### src/rtl/prescaler_defines.svh
// Offsets, field positions, reset values and tap positions of the prescaler and input port.
`ifndef PRESCALER_DEFINES_SVH
`define PRESCALER_DEFINES_SVH

// ************************************************************
// Divider chain
// ************************************************************
`define DIV_WIDTH          15
`define TAP_RESET_VALUE    15'h7FFE
`define TAP_CK14           1
`define TAP_CK11           4
`define TAP_CK8            7
`define TAP_CK6            9
`define TAP_CK4            11
`define TAP_CK2            13
`define TAP_CK1            14
`define CLEAR_TAPS         13'h0000

// ************************************************************
// Register byte offsets
// ************************************************************
`define OFS_PRESC_CTRL     6'h00
`define OFS_PIN_LEVEL      6'h04
`define OFS_PIN_MASK       6'h08
`define OFS_PIN_REQUEST    6'h0C
`define OFS_PIN_EDGE       6'h10
`define OFS_PIN_BYPASS     6'h14
`define OFS_PIN_NOPULL     6'h18
`define OFS_FUNC_OPTION    6'h1C
`define OFS_RESET_SELECT   6'h20
`define OFS_DIVIDER        6'h24

// ************************************************************
// Fields and reset values
// ************************************************************
`define CTRL_PWM_BIT       3
`define CTRL_CLEAR_BIT     2
`define CTRL_IRQSEL_BIT    1
`define CTRL_DEBOUNCE_CLOCK_SELECT_BIT    0
`define OPT_SLEEP_RST_BIT  0
`define PIN_RESET_VALUE    4'h0
`define RSEL_RESET_VALUE   8'h00

`endif

### src/rtl/prescaler_pkg.sv
// Types shared by the prescaler and input port logic.
package prescaler_pkg;

    typedef struct packed {
        logic [3:0] mask;
        logic [3:0] edge_sel;
        logic [3:0] bypass;
        logic [3:0] no_pull;
    } pin_cfg_t;

    typedef struct packed {
        logic pwm_en;
        logic irq_sel;
        logic deb_sel;
        logic sleep_rst_en;
    } presc_cfg_t;

    typedef enum logic [1:0] {
        TERM_LOW,
        TERM_PIN,
        TERM_INV,
        TERM_HIGH
    } reset_term_t;

endpackage

### src/rtl/prescaler_port_irq.sv
// Prescaler divider chain with periodic strobes and the four-pin input port with interrupt requests.
`timescale 1ns/1ps
`include "prescaler_defines.svh"

// ************************************************************
// Operation
// ************************************************************
// Operation
// - Fifteen-stage divider gives taps from clock divided by 2 down to clock divided by 32768.
// - Power-on loads the divider chain with 7FFE, the inverse of one.
// - Writing one to the clear bit clears middle taps, sets 1 Hz tap; reads zero.
// - Periodic strobe on rising divide-by-4096 tap, or divide-by-1024 when selected.
// - Debounce clock is divide-by-256 tap, or divide-by-32 or divide-by-4 by build option.
// - One-second strobe on each rising edge of the 1 Hz tap.
// - Blink strobe three quarters of the way through each 1 Hz period.
// - Leaving reset raises no prescaler strobe.
// - First one-second strobe comes one second after reset at 32 kHz.
// - Sleep disables pins and pulls unless sleep reset option set; then combination resets at once.
// - Debounced pin change accepted only after stable across two debounce clock edges.
// - Each pin requests on its selected edge of debounced or direct value.
// - Each pin has its own mask bit; software reads request flags to identify sources.
// - Every reset clears all four pin mask bits.
// - Only active edges seen while unmasked are stored; masked edges are lost.
// - Changing a pin edge selection acts as a possible edge event.
// - Software can read live pin levels at any time.
// - Debounce, edge and pull options are set per pin independently.
// - Input reset is AND of four selectable terms, debounced while awake.
// - Writing one clears a request flag; writing zero leaves it; flags reset to zero.
// - Edge select defaults to zero, rising; one selects falling.
// - Debounce bypass defaults to zero, debounced; one selects direct input.

module prescaler_port_irq #(
    parameter bit FAST_DEB_CK14 = 1'b0
) (
    input  wire logic        clk,
    input  wire logic        reset,
    input  wire logic [5:0]  address,
    input  wire logic        read,
    input  wire logic        write,
    input  wire logic [31:0] writedata,
    output logic      [31:0] readdata,
    output logic             waitrequest,
    input  wire logic [3:0]  input_port_pin,
    input  wire logic        sleep_mode,
    output logic [14:0]      divider_tap,
    output logic             selectable_periodic_irq,
    output logic             one_second_irq,
    output logic             blink_irq,
    output logic             pulse_width_output_enable,
    output logic [3:0]       pin_input_enable,
    output logic [3:0]       pin_pull_enable,
    output logic             input_reset_combination
);

    // ************************************************************
    // Helpers
    // ************************************************************
    // Per bit, take the new value only where two samples agree.
    function automatic logic [3:0] stable_step(input logic [3:0] smp,
                                               input logic [3:0] cur,
                                               input logic [3:0] val);
        logic [3:0] diff;
        diff = smp ^ cur;
        return (~diff & cur) | (diff & val);
    endfunction

    function automatic logic reset_term(input logic [1:0] sel, input logic pin);
        logic t;
        case (prescaler_pkg::reset_term_t'(sel))
            prescaler_pkg::TERM_LOW:  t = 1'b0;
            prescaler_pkg::TERM_PIN:  t = pin;
            prescaler_pkg::TERM_INV:  t = ~pin;
            prescaler_pkg::TERM_HIGH: t = 1'b1;
            default:                  t = 1'b0;
        endcase
        return t;
    endfunction

    // ************************************************************
    // Register state
    // ************************************************************
    prescaler_pkg::presc_cfg_t cfg_q;
    prescaler_pkg::pin_cfg_t   pin_cfg_q;
    logic [3:0]  req_q;
    logic [7:0]  rsel_q;
    logic        ack_q;
    logic        wr_hit;
    logic        clear_wr;
    logic [3:0]  req_clr;

    // A request is answered one edge after it is seen and committed on the next.
    assign wr_hit   = write & ack_q;
    assign clear_wr = wr_hit & (address == `OFS_PRESC_CTRL) & writedata[`CTRL_CLEAR_BIT];
    assign req_clr  = (wr_hit && address == `OFS_PIN_REQUEST) ? writedata[3:0] : 4'h0;

    // The wait flag is a flop of its own so that the bus pin leaves a register, not an inverter.
    always_ff @(posedge clk) begin
        if (reset) begin
            ack_q       <= 1'b0;
            waitrequest <= 1'b1;
        end else begin
            ack_q       <= (read | write) & ~ack_q;
            waitrequest <= ~((read | write) & ~ack_q);
        end
    end

    // ************************************************************
    // Divider chain
    // ************************************************************
    // The tap vector counts down, so each tap is the inverse of an up-counter bit.
    // That places the first 1 Hz rising edge a full period after reset.
    logic [14:0] tap_q;
    logic [14:0] tap_prev_q;
    logic        per_prev_q;
    logic        deb_prev_q;
    logic        per_lvl;
    logic        deb_lvl;
    logic        blink_lvl;
    logic        blink_prev_q;
    logic        deb_tick;
    logic        ck8_tick;

    always_ff @(posedge clk) begin
        if (reset) begin
            tap_q <= `TAP_RESET_VALUE;
        end else if (clear_wr) begin
            tap_q <= {1'b1, `CLEAR_TAPS, tap_q[0]};
        end else begin
            tap_q <= tap_q - 15'h0001;
        end
    end

    assign divider_tap = tap_q;
    assign per_lvl     = cfg_q.irq_sel ? tap_q[`TAP_CK6] : tap_q[`TAP_CK4];
    assign deb_lvl     = cfg_q.deb_sel ? (FAST_DEB_CK14 ? tap_q[`TAP_CK14] : tap_q[`TAP_CK11])
                                       : tap_q[`TAP_CK8];
    assign blink_lvl   = ~tap_q[`TAP_CK1] & ~tap_q[`TAP_CK2];
    assign deb_tick    = deb_lvl & ~deb_prev_q;
    assign ck8_tick    = tap_q[`TAP_CK8] & ~tap_prev_q[`TAP_CK8];

    // Edge history starts at the reset tap levels so that reset itself is no edge.
    always_ff @(posedge clk) begin
        if (reset) begin
            tap_prev_q   <= `TAP_RESET_VALUE;
            per_prev_q   <= 1'b1;
            deb_prev_q   <= 1'b1;
            blink_prev_q <= 1'b0;
        end else begin
            tap_prev_q   <= tap_q;
            per_prev_q   <= per_lvl;
            deb_prev_q   <= deb_lvl;
            blink_prev_q <= blink_lvl;
        end
    end

    // A change of the periodic selection can itself look like an edge.
    always_ff @(posedge clk) begin
        if (reset) begin
            selectable_periodic_irq <= 1'b0;
            one_second_irq          <= 1'b0;
            blink_irq               <= 1'b0;
        end else begin
            selectable_periodic_irq <= per_lvl & ~per_prev_q;
            one_second_irq          <= tap_q[`TAP_CK1] & ~tap_prev_q[`TAP_CK1];
            blink_irq               <= blink_lvl & ~blink_prev_q;
        end
    end

    // ************************************************************
    // Input port
    // ************************************************************
    logic [3:0] pin_s1_q;
    logic [3:0] pin_s2_q;
    logic [3:0] pin_s3_q;
    logic [3:0] pin_q;
    logic [3:0] deb_smp_q;
    logic [3:0] deb_q;
    logic [3:0] lvl_prev_q;
    logic [3:0] src;
    logic [3:0] lvl;
    logic [3:0] edge_ev;
    logic       awake_pins;

    always_ff @(posedge clk) begin
        if (reset) begin
            pin_s1_q <= 4'h0;
            pin_s2_q <= 4'h0;
            pin_s3_q <= 4'h0;
            pin_q    <= 4'h0;
        end else begin
            pin_s1_q <= input_port_pin;
            pin_s2_q <= pin_s1_q;
            pin_s3_q <= pin_s2_q;
            pin_q    <= stable_step(pin_s2_q, pin_s3_q, pin_q);
        end
    end

    always_ff @(posedge clk) begin
        if (reset) begin
            deb_smp_q <= 4'h0;
            deb_q     <= 4'h0;
        end else if (deb_tick) begin
            deb_smp_q <= pin_q;
            deb_q     <= stable_step(deb_smp_q, pin_q, deb_q);
        end
    end

    assign src     = (pin_cfg_q.bypass & pin_q) | (~pin_cfg_q.bypass & deb_q);
    assign lvl     = src ^ pin_cfg_q.edge_sel;
    assign edge_ev = lvl & ~lvl_prev_q;

    always_ff @(posedge clk) begin
        if (reset) begin
            lvl_prev_q <= 4'h0;
        end else begin
            lvl_prev_q <= lvl;
        end
    end

    // A new edge wins over a clear in the same cycle.
    always_ff @(posedge clk) begin
        if (reset) begin
            req_q <= 4'h0;
        end else begin
            req_q <= (req_q & ~req_clr) | (edge_ev & pin_cfg_q.mask);
        end
    end

    // ************************************************************
    // Sleep and input reset
    // ************************************************************
    logic combo_now;
    logic combo_smp_q;
    logic combo_deb_q;

    assign awake_pins = ~sleep_mode | cfg_q.sleep_rst_en;
    assign combo_now  = reset_term(rsel_q[1:0], pin_q[0]) & reset_term(rsel_q[3:2], pin_q[1])
                      & reset_term(rsel_q[5:4], pin_q[2]) & reset_term(rsel_q[7:6], pin_q[3]);

    always_ff @(posedge clk) begin
        if (reset) begin
            combo_smp_q <= 1'b0;
            combo_deb_q <= 1'b0;
        end else if (ck8_tick) begin
            combo_smp_q <= combo_now;
            combo_deb_q <= (combo_smp_q == combo_now) ? combo_now : combo_deb_q;
        end
    end

    // Pull enables ignore the pull-up or pull-down choice, which is fixed outside this logic.
    always_ff @(posedge clk) begin
        if (reset) begin
            pin_input_enable        <= 4'h0;
            pin_pull_enable         <= 4'h0;
            input_reset_combination <= 1'b0;
        end else begin
            pin_input_enable        <= {4{awake_pins}};
            pin_pull_enable         <= {4{awake_pins}} & ~pin_cfg_q.no_pull;
            input_reset_combination <= sleep_mode ? (cfg_q.sleep_rst_en & combo_now) : combo_deb_q;
        end
    end

    // ************************************************************
    // Register writes and reads
    // ************************************************************
    always_ff @(posedge clk) begin
        if (reset) begin
            cfg_q     <= '0;
            pin_cfg_q <= '0;
            rsel_q    <= `RSEL_RESET_VALUE;
        end else if (wr_hit) begin
            case (address)
                `OFS_PRESC_CTRL: begin
                    cfg_q.pwm_en  <= writedata[`CTRL_PWM_BIT];
                    cfg_q.irq_sel <= writedata[`CTRL_IRQSEL_BIT];
                    cfg_q.deb_sel <= writedata[`CTRL_DEBOUNCE_CLOCK_SELECT_BIT];
                end
                `OFS_PIN_MASK:     pin_cfg_q.mask     <= writedata[3:0];
                `OFS_PIN_EDGE:     pin_cfg_q.edge_sel <= writedata[3:0];
                `OFS_PIN_BYPASS:   pin_cfg_q.bypass   <= writedata[3:0];
                `OFS_PIN_NOPULL:   pin_cfg_q.no_pull  <= writedata[3:0];
                `OFS_FUNC_OPTION:  cfg_q.sleep_rst_en <= writedata[`OPT_SLEEP_RST_BIT];
                `OFS_RESET_SELECT: rsel_q             <= writedata[7:0];
                default: begin
                end
            endcase
        end
    end

    always_ff @(posedge clk) begin
        if (reset) begin
            pulse_width_output_enable <= 1'b0;
        end else begin
            pulse_width_output_enable <= cfg_q.pwm_en;
        end
    end

    always_ff @(posedge clk) begin
        if (reset) begin
            readdata <= 32'h0000_0000;
        end else if ((read | write) & ~ack_q) begin
            readdata <= 32'h0000_0000;
            if (read) begin
                case (address)
                    `OFS_PRESC_CTRL:   readdata[3:0] <= {cfg_q.pwm_en, 1'b0, cfg_q.irq_sel, cfg_q.deb_sel};
                    `OFS_PIN_LEVEL:    readdata[3:0] <= pin_q;
                    `OFS_PIN_MASK:     readdata[3:0] <= pin_cfg_q.mask;
                    `OFS_PIN_REQUEST:  readdata[3:0] <= req_q;
                    `OFS_PIN_EDGE:     readdata[3:0] <= pin_cfg_q.edge_sel;
                    `OFS_PIN_BYPASS:   readdata[3:0] <= pin_cfg_q.bypass;
                    `OFS_PIN_NOPULL:   readdata[3:0] <= pin_cfg_q.no_pull;
                    `OFS_FUNC_OPTION:  readdata[0]   <= cfg_q.sleep_rst_en;
                    `OFS_RESET_SELECT: readdata[7:0] <= rsel_q;
                    `OFS_DIVIDER:      readdata[14:0] <= tap_q;
                    default:           readdata <= 32'h0000_0000;
                endcase
            end
        end
    end

    // ************************************************************
    // Assertions
    // ************************************************************
    tap_step_a: assert property (@(posedge clk) disable iff (reset)
        !$past(clear_wr) && !$past(reset) |-> tap_q == $past(tap_q) - 15'h0001)
        else $error("divider did not step by one");

    tap_clear_a: assert property (@(posedge clk) disable iff (reset)
        clear_wr |=> tap_q[14:1] == 14'h2000)
        else $error("divider clear gave wrong taps");

    ctrl_read_a: assert property (@(posedge clk) disable iff (reset)
        read && !ack_q && address == `OFS_PRESC_CTRL |=> readdata[`CTRL_CLEAR_BIT] == 1'b0)
        else $error("clear bit read back as one");

    sec_strobe_a: assert property (@(posedge clk) disable iff (reset)
        one_second_irq |-> $past(tap_q[`TAP_CK1], 1) && !$past(tap_prev_q[`TAP_CK1], 1))
        else $error("one second strobe without tap rise");

    sec_first_a: assert property (@(posedge clk) disable iff (reset)
        one_second_irq && !$past(clear_wr, 2) |-> tap_q == 15'h7FFE)
        else $error("one second strobe at wrong count");

    quiet_reset_a: assert property (@(posedge clk) disable iff (reset)
        $fell(reset) |-> (!one_second_irq && !blink_irq && !selectable_periodic_irq) [*2])
        else $error("strobe raised by leaving reset");

    blink_point_a: assert property (@(posedge clk) disable iff (reset)
        blink_irq |-> $past(tap_q[14:13], 1) == 2'b00 && $past(tap_prev_q[13], 1))
        else $error("blink strobe off the three quarter point");

    mask_hold_a: assert property (@(posedge clk) disable iff (reset)
        !pin_cfg_q.mask[0] && !req_q[0] |=> !req_q[0])
        else $error("masked edge was stored");

    edge_store_a: assert property (@(posedge clk) disable iff (reset)
        edge_ev[0] && pin_cfg_q.mask[0] |=> req_q[0])
        else $error("unmasked edge not stored");

    req_clear_a: assert property (@(posedge clk) disable iff (reset)
        req_clr[1] && !(edge_ev[1] && pin_cfg_q.mask[1]) |=> !req_q[1])
        else $error("write one did not clear request");

    mask_reset_a: assert property (@(posedge clk) disable iff (reset)
        $past(reset) |-> pin_cfg_q.mask == 4'h0 && req_q == 4'h0)
        else $error("mask not cleared by reset");

    sleep_off_a: assert property (@(posedge clk) disable iff (reset)
        sleep_mode && !cfg_q.sleep_rst_en |=> pin_input_enable == 4'h0 && pin_pull_enable == 4'h0)
        else $error("pins left active in sleep");

    bus_answer_a: assert property (@(posedge clk) disable iff (reset)
        (read || write) && waitrequest |=> !waitrequest)
        else $error("bus answer late");

    sec_seen_c: cover property (@(posedge clk) disable iff (reset) one_second_irq);
    per_seen_c: cover property (@(posedge clk) disable iff (reset) selectable_periodic_irq && cfg_q.irq_sel);
    edge_swap_c: cover property (@(posedge clk) disable iff (reset) $changed(pin_cfg_q.edge_sel) ##1 req_q != 4'h0);
    combo_c: cover property (@(posedge clk) disable iff (reset) input_reset_combination);

endmodule // prescaler_port_irq

### config.mk
export PLATFORM = sky130hd
export DESIGN_NAME = prescaler_port_irq
export DESIGN_NICKNAME = d
export VERILOG_FILES = /design/src/rtl/prescaler_pkg.sv /design/src/rtl/prescaler_port_irq.sv
export VERILOG_INCLUDE_DIRS = /design/src /design/src/rtl
export SDC_FILE = /design/constraint.sdc
export NUM_CORES = 1
export LEC_CHECK = 0
export BUFFER_PORTS_ARGS = -buffer_cell sky130_fd_sc_hd__buf_4
export CAP_MARGIN = 20
export CORE_AREA = 5 5 100 102
export CTS_CLUSTER_SIZE = 40
export DETAILED_ROUTE_END_ITERATION = 16
export DIE_AREA = 0 0 105 107
export MAX_ROUTING_LAYER = met4
export PLACE_DENSITY = 0.77
export SETUP_SLACK_MARGIN = 0.02
export SYNTH_ARGS = -nofsm -noshare
export SYNTH_HDL_FRONTEND = slang
export SYNTH_SLANG_ARGS = --single-unit
### constraint.sdc
create_clock -name clk -period 2.7 [get_ports clk]
set_input_delay 0.405 -clock clk [delete_from_list [all_inputs] [get_ports clk]]
set_output_delay 0.405 -clock clk [all_outputs]
set_load 0.03 [all_outputs]
==> out/metrics.cfg <==
[synthesis]
yosysMostFrequentCell = dfxtp_1
yosys_warnings = 0
ys_top_cells_by_count = dfxtp_1, nor2_1, mux2i_1, o21ai_0
netlist_instances = 488
ys_ff_latch = 109
ys_top_cells_by_area = dfxtp_1, mux2i_1, nor2_1
syn_area_sq_um = 4630
async_flop_share_pct = 0
synth_edf_count = 0
synth_top_area_cell = dfxtp_1
synth_top_area_share_pct = 47.1
ys_seq_area_share_pct = 47.1
yosysUniqueCellTypes = 61
avgSynthCellArea_sq_um = 9.49
synth_top_flop_cell = dfxtp_1

[global_route]
grt_pass1_wl_mm = 17.5
grt_pass1_vias = 3408
antenna_found_initial = 0
grt_max_degree = 86
globalRouteOverflowTotal = 0
track_usage_pct = 19.6

[die]
rows = 35
core_sq_um = 9020
start_util_pct = 51.3
die_y_um = 107
io_pins = 108
die_w_um = 105
dieArea_sq_um = 11200

[drt]
drt_iter0_drc = 192
final_antenna_net_count = 0
wl_mm = 10.7
via_count = 3664
drc_errors = 0
via_per_inst = 5.61
dr.pass1.iters = 5
routedWlPerCell_um = 16.4

[cts]
cts_root_buf = clkbuf_8
cts_resized = 0
cts_tree = done
clkSlewWorstSetupHoldPaths_ps = 100
ctsHoldBuffers = 0
postCtsSetupRepairBufs = 0
clock-sinks = 109
cts_buffer_depth = 2
clock_latency_ps = 360
cts_made_buffers = 9
cts_max_level = 3

[worst_setup_path]
critPathArrivalTime_ps = 2340
crit_path_max_fanout = 6
cp.required_ps = 2980
cpLargestDelayFamily = simple AND/OR/NAND/NOR gates
crit_chain = or4_1 > or3_4 > o31a_2 > nor3_1
cp_num_buf_inv = 0
endpoint_kind = register
critPathLaunchType = register
cp_slowest_cell = or4_1
crit_type = reg -> reg
cpPeakStageDelay_ps = 660

[placement]
dp.final_hpwl_mm = 7.58
port_buffers = 66
dp_slack_ps = 430
place_congestion = 0.876
dp.cells = 639

[timing]
fin_setup_tns_ps = 0
setup_slack_ps = 646
worstMarginPinSlew_ps = 851
period_needed_ps = 2050
finalHoldViolations = 0
clock_skew_ps = 14.7
setup_violations = 0
period_share_pct = 76.1
rsz0062_at_grt = no
slew_headroom_pct = 43.3
slew_viol_final = 0
fmax_mhz = 487

[cells_and_area]
area_growth_pct = 15.2
drive_gt1_share_pct = 19.6
post_layout_nonfiller_instances = 653
nets = 587
fin_util_pct = 59.1
diodes = 0

[worst_hold_path]
hp-class = in -> reg

[run_status]
status = completed

[power_and_ir_drop]
p_per_area_nw_per_um2 = 567
peakVddDrop_uv = 373
p_leak_nw = 2.05

[flow_run]
drv_cap = 0

## layer usage
metal	vias up	GRT usage, %	wire length [um]
met2	116	31.4	5290
met3	10	3.19	615
li1	1772	-	-
met5	-	-	0
met4	0	6.03	154
met1	1766	25.6	4650
## cell type report
| cell class | count | area (sq um) |
|---|---|---|
| clock buffer | 10 | 138 |
| clock inverter | 4 | 97.6 |
| fill | 778 | 3690 |
| inverter | 12 | 45.0 |
| multi-input combinational | 332 | 2170 |
| sequential | 109 | 2180 |
| tap | 111 | 139 |
| timing repair buffer | 75 | 563 |
## per-stage QoR
step           instance area [sq um]  hold slack, ps  total power [mW]
2_1_floorplan                   4690             373              1.85
6_report                        5330             249              3.03
3_5_place_dp                    5100             388              1.91
4_1_cts                         5330             242              3.04
3_3_place_gp                    5100             378              1.91
5_1_grt                         5330             239              3.14
## where the power goes
group	internal, mW	leakage, nW	total [mW]	switching, mW
Sequential	1.63	0.883	1.64	0.0164
Combinational	0.0719	1.05	0.230	0.158
Clock	0.632	0.114	1.15	0.519
## flip-flops by register name, indices dropped and copies added (netlist names), 8 cells and up, named ones only
signal	count
divider_tap	15
readdata	15
rsel_q	8
pin_cfg_q	16
## path summary, 6_finish.rpt
check	slack, ps	start	end	cells past startpoint
worst max register to register	650	divider_tap[0]$_SDFFE_PP0P_	divider_tap[11]$_SDFF_PP1_	4
worst min register to register	400	tap_prev_q[14]$_SDFF_PP1_	one_second_irq$_SDFF_PP0_	1
worst min-delay path	250	input_port_pin[1]	pin_s1_q[1]$_SDFF_PP0_	2
worst max-delay path	650	divider_tap[0]$_SDFFE_PP0P_	divider_tap[11]$_SDFF_PP1_	4
## cell usage in the layout (no fill, tap or decap), drive strengths merged, types with 7 or more instances in the layout
cell type,n
a22oi,9
buf,75
nor2,67
clkbuf,10
nor3,14
mux2i,48
nor2b,19
conb,17
o21ai,29
a21oi,10
nor4,8
xor2,7
dfxtp,109
nand2,21
inv,12
## cell families after synthesis
logic type               share of synthesized area [%]
flip-flops                                        47.1
multiplexers                                      11.8
XOR/XNOR                                          2.46
buffers and inverters                             7.35
AO/OA/AOI/OAI                                     11.4
adder cells (fa/ha/maj)                          0.270
AND/OR/NAND/NOR                                   19.5
other                                           0.0810
Note: power is estimated with default switching activity, not from simulation.
